### src/pkg/ivr_params.svh
// constants for the interrupt vector relocation block
`ifndef IVR_PARAMS_SVH
`define IVR_PARAMS_SVH
`define IVR_CTRL_OFFSET 4'h0
`define IVR_STATUS_OFFSET 4'h1
`define IVR_BIT_ARM 0
`define IVR_BIT_SEL 1
`define IVR_BIT_EXT_C 5
`define IVR_BIT_EXT_A 6
`define IVR_BIT_EXT_B 7
`define IVR_CTRL_RESET 8'h00
`define IVR_ARM_CYCLES 3'h4
`define IVR_APP_RESET_ADDR 13'h0000
`define IVR_VEC_OFFSET 13'h0002
`define IVR_BOOT_2K_BASE 13'h1c00
`define IVR_BOOT_1K_BASE 13'h1e00
`define IVR_BOOT_512_BASE 13'h1f00
`define IVR_BOOT_256_BASE 13'h1f80
`endif

### src/pkg/ivr_pkg.sv
// types for the interrupt vector relocation block
package ivr_pkg;
	typedef logic [12:0] word_addr_t;
	typedef logic [1:0] boot_size_t;
	typedef enum logic [1:0] {
		ARM_IDLE,
		ARM_OPEN,
		ARM_HOLD
	} arm_state_e;
endpackage

### src/pkg/ivr_ctrl_if.sv
// bundle from the control logic to the vector address computation
`timescale 1ns/1ps
`default_nettype none
interface ivr_ctrl_if;
	logic vector_base_select;
	logic boot_reset_fuse;
	ivr_pkg::boot_size_t boot_size_fuses;
	logic [4:0] vector_num;
	ivr_pkg::word_addr_t reset_addr;
	ivr_pkg::word_addr_t vector_addr;
	ivr_pkg::word_addr_t boot_base;
	modport ctrl (output vector_base_select, output boot_reset_fuse,
		output boot_size_fuses, output vector_num,
		input reset_addr, input vector_addr, input boot_base);
	modport calc (input vector_base_select, input boot_reset_fuse,
		input boot_size_fuses, input vector_num,
		output reset_addr, output vector_addr, output boot_base);
endinterface
`default_nettype wire

### src/rtl/vector_addr_calc.sv
// vector and reset address computation from fuses and select bit
`timescale 1ns/1ps
`default_nettype none
`include "ivr_params.svh"
module vector_addr_calc (
	ivr_ctrl_if.calc bus
);
	import ivr_pkg::*;
	word_addr_t base;
	word_addr_t vec_base;
	always_comb begin
		case (bus.boot_size_fuses)
			2'h0: base = `IVR_BOOT_2K_BASE;
			2'h1: base = `IVR_BOOT_1K_BASE;
			2'h2: base = `IVR_BOOT_512_BASE;
			default: base = `IVR_BOOT_256_BASE;
		endcase
		// fuse is active low: 0 means programmed
		if (bus.boot_reset_fuse) begin
			bus.reset_addr = `IVR_APP_RESET_ADDR;
		end else begin
			bus.reset_addr = base;
		end
		if (bus.vector_base_select) begin
			vec_base = base;
		end else begin
			vec_base = `IVR_APP_RESET_ADDR;
		end
		// two words per vector, vector 1 at base plus 2
		bus.vector_addr = vec_base + {7'h00, bus.vector_num, 1'b0};
		bus.boot_base = base;
	end
endmodule // vector_addr_calc
`default_nettype wire

### src/rtl/irq_vector_reloc.sv
// interrupt vector relocation control with timed select change
//
// Summary of operation
// - select bit zero puts interrupt vectors at the start of flash.
// - select bit one puts vectors at the boot section start from fuses.
// - arm bit clears four cycles after set or when select is written.
// - interrupts blocked from arm until after the next instruction.
// - with no select write, interrupts stay blocked for five cycles, the arming cycle included.
// - the blocking never touches the global interrupt enable flag.
// - boot vectors plus app lock block interrupts in app code.
// - app vectors plus boot lock block interrupts in boot code.
// - at 2K boot size, vector 1 sits at 1c02, two words apart.
// - programmed boot reset fuse starts at 1c00 for 2K boot size.
// - unprogrammed fuse resets to 0000, vectors at base plus 0002.
//
// Chosen here: the address-and-strobe port and the register offsets.
`timescale 1ns/1ps
`default_nettype none
`include "ivr_params.svh"
module irq_vector_reloc (
	input wire logic clk,
	input wire logic arst_n,
	input wire logic [3:0] addr,
	input wire logic [7:0] wdata,
	input wire logic wr,
	input wire logic rd,
	output logic [7:0] rdata,
	input wire logic boot_reset_fuse,
	input wire ivr_pkg::boot_size_t boot_size_fuses,
	input wire logic app_section_lock_bit,
	input wire logic boot_section_lock_bit,
	input wire logic exec_in_boot,
	input wire logic instr_done,
	input wire logic global_irq_enable,
	input wire logic [4:0] vector_num,
	output logic irq_allowed,
	output ivr_pkg::word_addr_t reset_addr,
	output ivr_pkg::word_addr_t vector_addr,
	output logic vector_base_select,
	output logic [2:0] ext_irq_enables
);
	import ivr_pkg::*;

	////////////////////////////////////////////////////////////////////////
	logic sel_q, sel_d;
	logic [2:0] ext_q, ext_d;
	arm_state_e st_q, st_d;
	logic [2:0] cnt_q, cnt_d;
	logic [7:0] rdata_q, rdata_d;
	logic ctrl_wr, arm_set, sel_write, arm_live, blk_seq, blk_lock;

	////////////////////////////////////////////////////////////////////////
	ivr_ctrl_if cbus ();
	vector_addr_calc u_calc (
		.bus(cbus)
	);
	assign cbus.vector_base_select = sel_q;
	assign cbus.boot_reset_fuse = boot_reset_fuse;
	assign cbus.boot_size_fuses = boot_size_fuses;
	assign cbus.vector_num = vector_num;
	assign reset_addr = cbus.reset_addr;
	assign vector_addr = cbus.vector_addr;

	assign ctrl_wr = wr && (addr == `IVR_CTRL_OFFSET);
	assign arm_live = (st_q == ARM_OPEN);
	// a write with arm low while the window is open is the select write
	assign sel_write = ctrl_wr && arm_live && !wdata[`IVR_BIT_ARM];
	assign arm_set = ctrl_wr && wdata[`IVR_BIT_ARM] && !arm_live;

	always_comb begin
		st_d = st_q;
		cnt_d = cnt_q;
		sel_d = sel_q;
		ext_d = ext_q;
		if (ctrl_wr) begin
			ext_d = {wdata[`IVR_BIT_EXT_B], wdata[`IVR_BIT_EXT_A],
				wdata[`IVR_BIT_EXT_C]};
		end
		case (st_q)
			ARM_IDLE: begin
				if (arm_set) begin
					st_d = ARM_OPEN;
					cnt_d = `IVR_ARM_CYCLES - 3'h1;
				end
			end
			ARM_OPEN: begin
				if (sel_write) begin
					sel_d = wdata[`IVR_BIT_SEL];
					st_d = ARM_HOLD;
				end else if (cnt_q == 3'h0) begin
					st_d = ARM_IDLE;
				end else begin
					cnt_d = cnt_q - 3'h1;
				end
			end
			ARM_HOLD: begin
				// keep masking through the next instruction
				if (arm_set) begin
					// a fresh arming write restarts the window
					st_d = ARM_OPEN;
					cnt_d = `IVR_ARM_CYCLES - 3'h1;
				end else if (instr_done) begin
					st_d = ARM_IDLE;
				end
			end
			default: st_d = ARM_IDLE;
		endcase
	end

	always_ff @(posedge clk or negedge arst_n) begin
		if (!arst_n) begin
			st_q <= ARM_IDLE;
			cnt_q <= 3'h0;
			sel_q <= 1'b0;
			ext_q <= 3'h0;
		end else begin
			st_q <= st_d;
			cnt_q <= cnt_d;
			sel_q <= sel_d;
			ext_q <= ext_d;
		end
	end

	////////////////////////////////////////////////////////////////////////
	// mask covers the arming cycle itself, not only the registered state
	assign blk_seq = arm_set || (st_q != ARM_IDLE);
	assign blk_lock = (sel_q && app_section_lock_bit && !exec_in_boot)
		|| (!sel_q && boot_section_lock_bit && exec_in_boot);
	// only a gate on the request path; the status flag is an input
	assign irq_allowed = global_irq_enable && !blk_seq && !blk_lock;
	assign vector_base_select = sel_q;
	assign ext_irq_enables = ext_q;

	////////////////////////////////////////////////////////////////////////
	always_comb begin
		rdata_d = 8'h00;
		if (rd) begin
			case (addr)
				`IVR_CTRL_OFFSET: begin
					rdata_d[`IVR_BIT_ARM] = arm_live;
					rdata_d[`IVR_BIT_SEL] = sel_q;
					rdata_d[`IVR_BIT_EXT_C] = ext_q[0];
					rdata_d[`IVR_BIT_EXT_A] = ext_q[1];
					rdata_d[`IVR_BIT_EXT_B] = ext_q[2];
				end
				`IVR_STATUS_OFFSET: begin
					rdata_d = {5'h00, blk_lock, blk_seq, irq_allowed};
				end
				default: rdata_d = 8'h00;
			endcase
		end
	end

	always_ff @(posedge clk or negedge arst_n) begin
		if (!arst_n) begin
			rdata_q <= `IVR_CTRL_RESET;
		end else begin
			rdata_q <= rdata_d;
		end
	end
	assign rdata = rdata_q;

	////////////////////////////////////////////////////////////////////////
	AST_ARM_MASKS: assert property (
		@(posedge clk) disable iff (!arst_n)
		arm_set |-> !irq_allowed ##1 !irq_allowed)
		else $error("interrupts not masked at arming");

	AST_ARM_EXPIRES: assert property (
		@(posedge clk) disable iff (!arst_n)
		(arm_set && st_q == ARM_IDLE) ##1 (!ctrl_wr)[*4] |=> !arm_live)
		else $error("arm bit did not expire after four cycles");

	// a select write may close the window early, so only quiet windows
	AST_ARM_WINDOW: assert property (
		@(posedge clk) disable iff (!arst_n)
		(arm_set && st_q == ARM_IDLE) ##1 (!ctrl_wr)[*3] |=> arm_live)
		else $error("arm window shorter than four cycles");

	AST_SEL_TAKEN: assert property (
		@(posedge clk) disable iff (!arst_n)
		sel_write |=> (sel_q == $past(wdata[`IVR_BIT_SEL])) && !arm_live)
		else $error("select write not taken");

	AST_SEL_GUARD: assert property (
		@(posedge clk) disable iff (!arst_n)
		!arm_live |=> $stable(sel_q))
		else $error("select changed without arm");

	AST_GIE_GATE: assert property (
		@(posedge clk) disable iff (!arst_n)
		!global_irq_enable |-> !irq_allowed)
		else $error("interrupt allowed with global enable low");

	AST_APP_LOCK: assert property (
		@(posedge clk) disable iff (!arst_n)
		(sel_q && app_section_lock_bit && !exec_in_boot) |-> !irq_allowed)
		else $error("interrupt allowed in locked application code");

	AST_BOOT_LOCK: assert property (
		@(posedge clk) disable iff (!arst_n)
		(!sel_q && boot_section_lock_bit && exec_in_boot) |-> !irq_allowed)
		else $error("interrupt allowed in locked boot code");

	AST_VEC_2K: assert property (
		@(posedge clk) disable iff (!arst_n)
		(sel_q && boot_size_fuses == 2'h0 && vector_num == 5'h01)
		|-> vector_addr == 13'h1c02)
		else $error("first relocated vector not at 1c02");

	AST_RESET_ADDR: assert property (
		@(posedge clk) disable iff (!arst_n)
		(!boot_reset_fuse && boot_size_fuses == 2'h0)
		|-> reset_addr == 13'h1c00)
		else $error("boot reset address wrong");

	AST_APP_VEC: assert property (
		@(posedge clk) disable iff (!arst_n)
		(!sel_q && vector_num == 5'h01) |-> vector_addr == 13'h0002)
		else $error("application vector base wrong");

	AST_SEQ_MASK: assert property (
		@(posedge clk) disable iff (!arst_n)
		arm_live |-> !irq_allowed)
		else $error("interrupt allowed while armed");

	AST_HOLD_MASK: assert property (
		@(posedge clk) disable iff (!arst_n)
		(st_q == ARM_HOLD) |-> !irq_allowed)
		else $error("interrupt allowed before next instruction");

	AST_HOLD_END: assert property (
		@(posedge clk) disable iff (!arst_n)
		(st_q == ARM_HOLD && instr_done && !ctrl_wr) |=> (st_q == ARM_IDLE))
		else $error("mask kept after next instruction");

	AST_TIMEOUT_FREE: assert property (
		@(posedge clk) disable iff (!arst_n)
		(arm_set && st_q == ARM_IDLE) ##1 (!ctrl_wr)[*5] |-> !blk_seq)
		else $error("sequence mask outlived the window");

	AST_ARM_SEEN: assert property (
		@(posedge clk) disable iff (!arst_n)
		(rd && addr == `IVR_CTRL_OFFSET && arm_live)
		|=> rdata[`IVR_BIT_ARM])
		else $error("arm bit not readable in window");

	AST_LATE_SEL: assert property (
		@(posedge clk) disable iff (!arst_n)
		(ctrl_wr && st_q != ARM_OPEN) |=> $stable(sel_q))
		else $error("select taken outside window");

	AST_VEC_1K: assert property (
		@(posedge clk) disable iff (!arst_n)
		(sel_q && boot_size_fuses == 2'h1 && vector_num == 5'h01)
		|-> vector_addr == 13'h1e02)
		else $error("relocated vector wrong at 1K boot size");

	AST_VEC_512: assert property (
		@(posedge clk) disable iff (!arst_n)
		(sel_q && boot_size_fuses == 2'h2 && vector_num == 5'h01)
		|-> vector_addr == 13'h1f02)
		else $error("relocated vector wrong at 512 boot size");

	AST_VEC_256: assert property (
		@(posedge clk) disable iff (!arst_n)
		(sel_q && boot_size_fuses == 2'h3 && vector_num == 5'h01)
		|-> vector_addr == 13'h1f82)
		else $error("relocated vector wrong at 256 boot size");

	AST_VEC_STEP: assert property (
		@(posedge clk) disable iff (!arst_n)
		(sel_q && boot_size_fuses == 2'h0 && vector_num == 5'h02)
		|-> vector_addr == 13'h1c04)
		else $error("second relocated vector not at 1c04");

	AST_VEC_LAST: assert property (
		@(posedge clk) disable iff (!arst_n)
		(sel_q && boot_size_fuses == 2'h0 && vector_num == 5'h14)
		|-> vector_addr == 13'h1c28)
		else $error("last relocated vector not at 1c28");

	AST_APP_LAST: assert property (
		@(posedge clk) disable iff (!arst_n)
		(!sel_q && vector_num == 5'h14) |-> vector_addr == 13'h0028)
		else $error("last application vector not at 0028");

	AST_APP_RESET: assert property (
		@(posedge clk) disable iff (!arst_n)
		boot_reset_fuse |-> reset_addr == 13'h0000)
		else $error("application reset address wrong");

	AST_BOOT_RESET: assert property (
		@(posedge clk) disable iff (!arst_n)
		!boot_reset_fuse |-> reset_addr == cbus.boot_base)
		else $error("reset not at boot section start");

	AST_RELOC_BASE: assert property (
		@(posedge clk) disable iff (!arst_n)
		(sel_q && vector_num == 5'h01)
		|-> vector_addr == cbus.boot_base + 13'h0002)
		else $error("relocated table not at boot base plus two");

	// the mask is temporary: with nothing pending, servicing is free
	AST_FREE_WHEN_CLEAR: assert property (
		@(posedge clk) disable iff (!arst_n)
		(global_irq_enable && st_q == ARM_IDLE && !ctrl_wr && !blk_lock)
		|-> irq_allowed)
		else $error("interrupt blocked with no cause");

	// main scenarios
	COV_MOVE: cover property (@(posedge clk) disable iff (!arst_n)
		arm_set ##[1:4] sel_write);
	COV_TIMEOUT: cover property (@(posedge clk) disable iff (!arst_n)
		arm_live ##1 (st_q == ARM_IDLE));
	COV_LOCK: cover property (@(posedge clk) disable iff (!arst_n) blk_lock);
	COV_HOLD_END: cover property (@(posedge clk) disable iff (!arst_n)
		(st_q == ARM_HOLD) ##1 (st_q == ARM_IDLE));
	COV_GIE_OFF: cover property (@(posedge clk) disable iff (!arst_n)
		!global_irq_enable);
endmodule // irq_vector_reloc
`default_nettype wire

### config.mk
export PLATFORM = sky130hd
export DESIGN_NAME = irq_vector_reloc
export DESIGN_NICKNAME = d
export VERILOG_FILES = /design/src/pkg/ivr_pkg.sv /design/src/pkg/ivr_ctrl_if.sv /design/src/rtl/vector_addr_calc.sv /design/src/rtl/irq_vector_reloc.sv
export VERILOG_INCLUDE_DIRS = /design/src /design/src/pkg
export SDC_FILE = /design/constraint.sdc
export NUM_CORES = 1
export LEC_CHECK = 0
export BUFFER_PORTS_ARGS = -buffer_cell sky130_fd_sc_hd__buf_2
export CORE_MARGIN = 4
export CORE_UTILIZATION = 34
export DETAILED_ROUTE_END_ITERATION = 12
export MAX_ROUTING_LAYER = met4
export PLACE_DENSITY = 0.68
export RECOVER_POWER = 100
export SETUP_SLACK_MARGIN = 0.4
export SKIP_CTS_REPAIR_TIMING = 1
export SKIP_LAST_GASP = 1
export SLEW_MARGIN = 25
export SYNTH_ARGS = -nofsm -noshare
export SYNTH_HDL_FRONTEND = slang
export SYNTH_SLANG_ARGS = --single-unit
export TNS_END_PERCENT = 20
### constraint.sdc
create_clock -name clk -period 1.7 [get_ports clk]
set_input_delay 0.17 -clock clk [delete_from_list [all_inputs] [get_ports clk]]
set_output_delay 0.17 -clock clk [all_outputs]
set_load 0.01 [all_outputs]
==> Yosys cells after proc, flatten, opt, wreduce, memory -nomap -nowiden <==
Cells that the tools add are included.
{ "op_classes": {"shifts": 0, "bitwise_logic": 0, "magnitude_cmp": 0, "n_div": 0, "reduce_logical": 29, "multipliers": 0, "eq_ne": 11, "add_sub_neg": 2, "n_mux": 17} }
{ "ops": {"columns": ["cell", "count"], "rows": [
  ["10-bit case mux with 3 select lines", 1],
  ["13-bit two-way mux", 2],
  ["13-bit by 6-bit adder with 13-bit output", 1],
  ["3-bit two-way mux", 4],
  ["1-bit logical AND", 11],
  ["2-bit two-way mux", 5],
  ["8-bit two-way mux", 1],
  ["1-bit logical NOT", 6],
  ["2-bit inequality test, second input constant", 3],
  ["2-bit case mux with 3 select lines", 1],
  ["3-bit case mux with 2 select lines", 1],
  ["2-bit by 1-bit equality test with 1-bit output, second input constant", 2],
  ["2-bit equality test, second input constant", 2],
  ["4-bit by 1-bit equality test with 1-bit output, second input constant", 1],
  ["2-bit logical NOT", 2],
  ["4-bit logical NOT", 1],
  ["2-bit case mux with 2 select lines", 1],
  ["4-bit AND reduction", 1],
  ["2-bit nonzero test", 2],
  ["3-bit logical NOT", 1],
  ["3-bit by 2-bit inequality test with 1-bit output, second input constant", 1],
  ["3-bit inequality test, second input constant", 1],
  ["3-bit AND reduction", 1],
  ["3-bit by 1-bit subtractor with 3-bit output, second input constant", 1],
  ["other kinds (5)", 6]
]} }
{ "totals": {"input_bits": 29, "mem_bits_ro": 0, "word_cells": 64, "latch_bits": 0, "memories": 0, "out_inout_bits": 39, "ram_bits": 0, "reg_bits": 17} }

==> Depth between registers and ports, before layout <==
{ "logic_depth": {"ltp_word": 10, "depth_mapped": 6, "depth_no_buf": 6} }

==> Cells and area by module <==
Synthesis repeated with hierarchy kept, for this count alone.
{ "unflattened": {"hier_cells": 111, "area_unflattened_um2": 1058.5} }
{ "by_module_without_submodules": {"columns": ["mod", "n_inst", "area_each_um2", "seq_area_each_um2", "cells_per_inst"], "rows": [
  ["irq_vector_reloc", 1, 768.2, 375.4, 70],
  ["vector_addr_calc", 1, 290.3, 0.0, 41]
]} }

==> Worst setup path before layout <==
No wires, ideal clock.
{ "synth_timing": {"path_type": "reg2out", "from": "reg sel_q (netlist: vector_base_select)", "to": "out irq_allowed", "arrival_ns": 1.410, "slack_ns": 0.120, "stages_incl_launch_ff": 4, "path_buffers": 0, "t_required_ns": 1.530, "cell_sequence": "dfrtp_1 -> nand2_1 -> o221ai_1 -> a2111oi_0"} }
{ "synth_between": {"elab_chain_len": 6, "word_cells_on_any_way": 8, "cone_classes": "reduce/logical: 8"} }
{ "synth_lines": {"columns": ["element", "line", "source"], "rows": [
  ["start: declaration", "irq_vector_reloc.sv:45", "logic sel_q, sel_d;"],
  ["start signal: assignment", "irq_vector_reloc.sv:119", "sel_q <= sel_d;"],
  ["1-bit logical NOT", "irq_vector_reloc.sv:128", "|| (!sel_q && boot_section_lock_bit && exec_in_boot);"],
  ["1-bit logical AND (2 in a row)", "irq_vector_reloc.sv:128", null],
  ["1-bit logical OR (*)", "irq_vector_reloc.sv:128", null],
  ["1-bit logical NOT (*)", "irq_vector_reloc.sv:130", "assign irq_allowed = global_irq_enable && !blk_seq && !blk_lock;"],
  ["1-bit logical AND (*)", "irq_vector_reloc.sv:130", null],
  ["end: declaration", "irq_vector_reloc.sv:36", "output logic irq_allowed,"]
]} }
Every way passes the cells marked *; elsewhere a longest branch is shown, timed or not.

==> Worst setup path after layout <==
Ends and elaborated chain as after synthesis.

==> key figures <==
Synthesis
  – Post-Syn Instances: 101
  – Synth area leaders: dfrtp_1 (39%), buf_4 (16%), o21ai_0 (3.6%), mux2_2 (3.5%), o22a_1 (2.7%)
  – Warnings, synthesis: 0
  – Sequential area share after synthesis: 0.385
  – Cell area after synthesis: 975 µm²
  – Commonest cells in the synthesized netlist: buf_4 (21), dfrtp_1 (15), o21ai_0 (7)
  – Synth unique cells: 36
  – Main flop type after synthesis: dfrtp_1
  – Mean Syn Cell Area: between 9 and 10 µm²
  – Share of the synthesized area in the top cell type: 0.385
  – Cell accounting for the most synthesized area: dfrtp_1
  – Yosys reg bits: 15
  – EDFF count, synth: 0
  – Async SR Flop Fraction: 1.00
  – Most frequent cell after synthesis: buf_4

Setup path
  – R2R Path Start: cnt_q[0]$_DFFE_PN0P_
  – RR Endpoint: cnt_q[0]$_DFFE_PN0P_
  – Setup crit start kind: flop
  – Reg2Reg Setup Slack: around 0.2 ns
  – Data arrival time of the worst path: 1.43 ns
  – Critical-path maximum fanout: 8
  – Required @ worst endpoint: 1.53 ns
  – Setup crit end kind: output pin
  – Worst r2r path cells: 6
  – Type of the worst setup path: reg2out

Timing
  – Final worst path period need: 1.60 ns
  – Final Max Slew Viols: 0
  – Final worst slack: 0.0958 ns
  – Max Clk Rate: 623 MHz
  – Slew headroom: 0.466
  – TNS Setup: 0 ns
  – Setup Viol. Count Final: 0
  – Slew at the pin closest to its max-slew limit: 0.800 ns
  – Hold Vio Cnt, Final: 0
  – Clock skew: 0.00819 ns
  – RSZ-0062 raised after global routing: true
  – Tcrit/Tclk final: 0.944

Floorplan
  – Die area: 3790 µm²
  – Chip Height: 61.5 µm
  – I/O pin cnt: 68
  – Initial core utilization: 0.353
  – Site Rows: 19
  – Die W: slightly above 60 µm
  – Core Box Area: roughly 2800 µm²

Global route
  – Vias in the first global route: 678
  – Global-route wire length before repair: 2.59 mm
  – Initial antenna violation count: 0
  – Total gr overflow: 0
  – Overall Global Routing Usage: 0.0947
  – Pin count of the biggest net entering global routing: 16

Hold path
  – Hold Startpoint: wdata[1]
  – Hold WC Path Type: in2reg
  – Endpoint, Worst Hold: vector_base_select$_DFFE_PN0N_
  – Hold depth: 2

Layout
  – P&R area growth vs syn: 15.5%
  – Count of nets after finishing: 172
  – Antenna Cells: 0
  – Share of layout cells above drive strength 1: 0.300

Power and ir drop
  – Peak VDD IR: between 0.0004 and 0.0005 V
  – Pwr Density: 1010 nW/µm²
  – LEAKAGE: around 0.57 nW

Placed design
  – Pre-CTS setup slack: 0.244 ns
  – Buffers on Ports: between 40 and 50
  – Dpl hpwl: 1.55 mm
  – Routability Congestion: about 0.8

Run status
  – Status: completed

Detailed routing
  – Post-DRT Antenna Nets: 0
  – Total number of vias: 800
  – Vias per std cell: 4.68
  – Drt total wl: 2.01 mm
  – Total iterations of the first detailed-routing run: 4
  – Post-route DRC: 0
  – Iter 0 DRT Violations: 18
  – Drt wl/cell: between 10 and 15 µm

Clock network
  – Later-pin clock latency in the skew report: about 0.29 ns
  – CTS Buf Count: 3
  – Root Buffer: clkbuf_4
  – Worst-path clk slew: 0.09 ns
  – Clk sink count: 15
  – H-tree levels: 1
  – TritonCTS clock tree: done
  – Clk buf depth: 2

Run
  – Max cap viols: 0
[worst max-delay path, stage by stage (launching register included)]
cell	delay [ns]
dfrtp_2	0.46
nand2_1	0.10
o221ai_1	0.15
a2111oi_2	0.24
clkbuf_2	0.19
[flip-flops by register name, indices dropped and copies added, names as in the netlist]
signal / count
ext_irq_enables: 3
rdata: 6
cnt_q: 3
st_q: 2
vector_base_select: 1
[cells by family after synthesis]
kind of cell	Yosys count	share of synthesized area
simple gates	34	0.220
buf+inv	28	0.198
compound gates	17	0.118
flops	15	0.385
mux	4	0.0501
fa+ha+maj	2	0.0257
other cells	1	0.00385
[metrics by stage]
stage | instance area (µm²) | utilization | power, W | std cells | hold slack (ns)
3_3_place_gp | 1110 | 0.404 | 0.000883 | 164 | 0.0823
3_5_place_dp | 1110 | 0.404 | 0.000901 | 164 | 0.0919
4_1_cts | 1140 | 0.413 | 0.00111 | 168 | -0.215
5_1_grt | 1130 | 0.408 | 0.00122 | 171 | 0.110
6_report | 1130 | 0.408 | 0.00114 | 171 | 0.0854
2_1_floorplan | 1020 | - | 0.000816 | 111 | -0.126
[how the worst max path moves through the flow]
stage	to	start	cells after the start	slack (ns)
2_1_floorplan	st_q[1]$_DFFE_PN0P_	st_q[0]$_DFFE_PN0P_	4	0.38
3_3_place_gp	cnt_q[1]$_DFFE_PN0P_	cnt_q[0]$_DFFE_PN0P_	6	0.30
3_5_place_dp	cnt_q[1]$_DFFE_PN0P_	cnt_q[0]$_DFFE_PN0P_	6	0.24
4_1_cts	irq_allowed	vector_base_select$_DFFE_PN0N_	4	0.03
5_1_grt	irq_allowed	vector_base_select$_DFFE_PN0N_	4	0.03
6_report	irq_allowed	vector_base_select$_DFFE_PN0N_	4	0.1
[per-layer routing]
layer,global-route usage,part of all wire,vias up
li1,-,-,387
met1,0.0829,0.37,366
met2,0.184,0.47,42
met3,0.0189,0.14,5
met4,0.0515,0.015,0
met5,-,0,-
[where the power goes]
part           total [W]  internal, W  switching (W)  leakage, nW
Sequential      0.000514     0.000430      0.0000839        0.194
Combinational   0.000420     0.000193       0.000227        0.356
Clock           0.000204    0.0000913       0.000112       0.0150
Total            0.00114     0.000714       0.000423        0.566
[final cells by class]
cell class / instances / area, µm²
fillers: 279 / 1630
well taps: 31 / 38.8
flip-flops and latches: 15 / 377
clock buffers: 4 / 26.3
multi-input cells: 68 / 447
inverters: 5 / 18.8
repair buffers: 48 / 219
[cells in the final DEF, fill, tap and decap left out, types with 2 or more instances in the layout]
master    count
inv_1         4
o22a_1        3
clkbuf_4      3
nor3_1        2
o21ai_0       7
clkbuf_1     24
mux2_2        3
and3_2        3
buf_2        22
dfrtp_1      14
conb_1       11
nand3_1       3
nand2_1       5
nor2_1        5
nor2b_1       3
and2_0        2
Power figures use the tool's default switching activity.
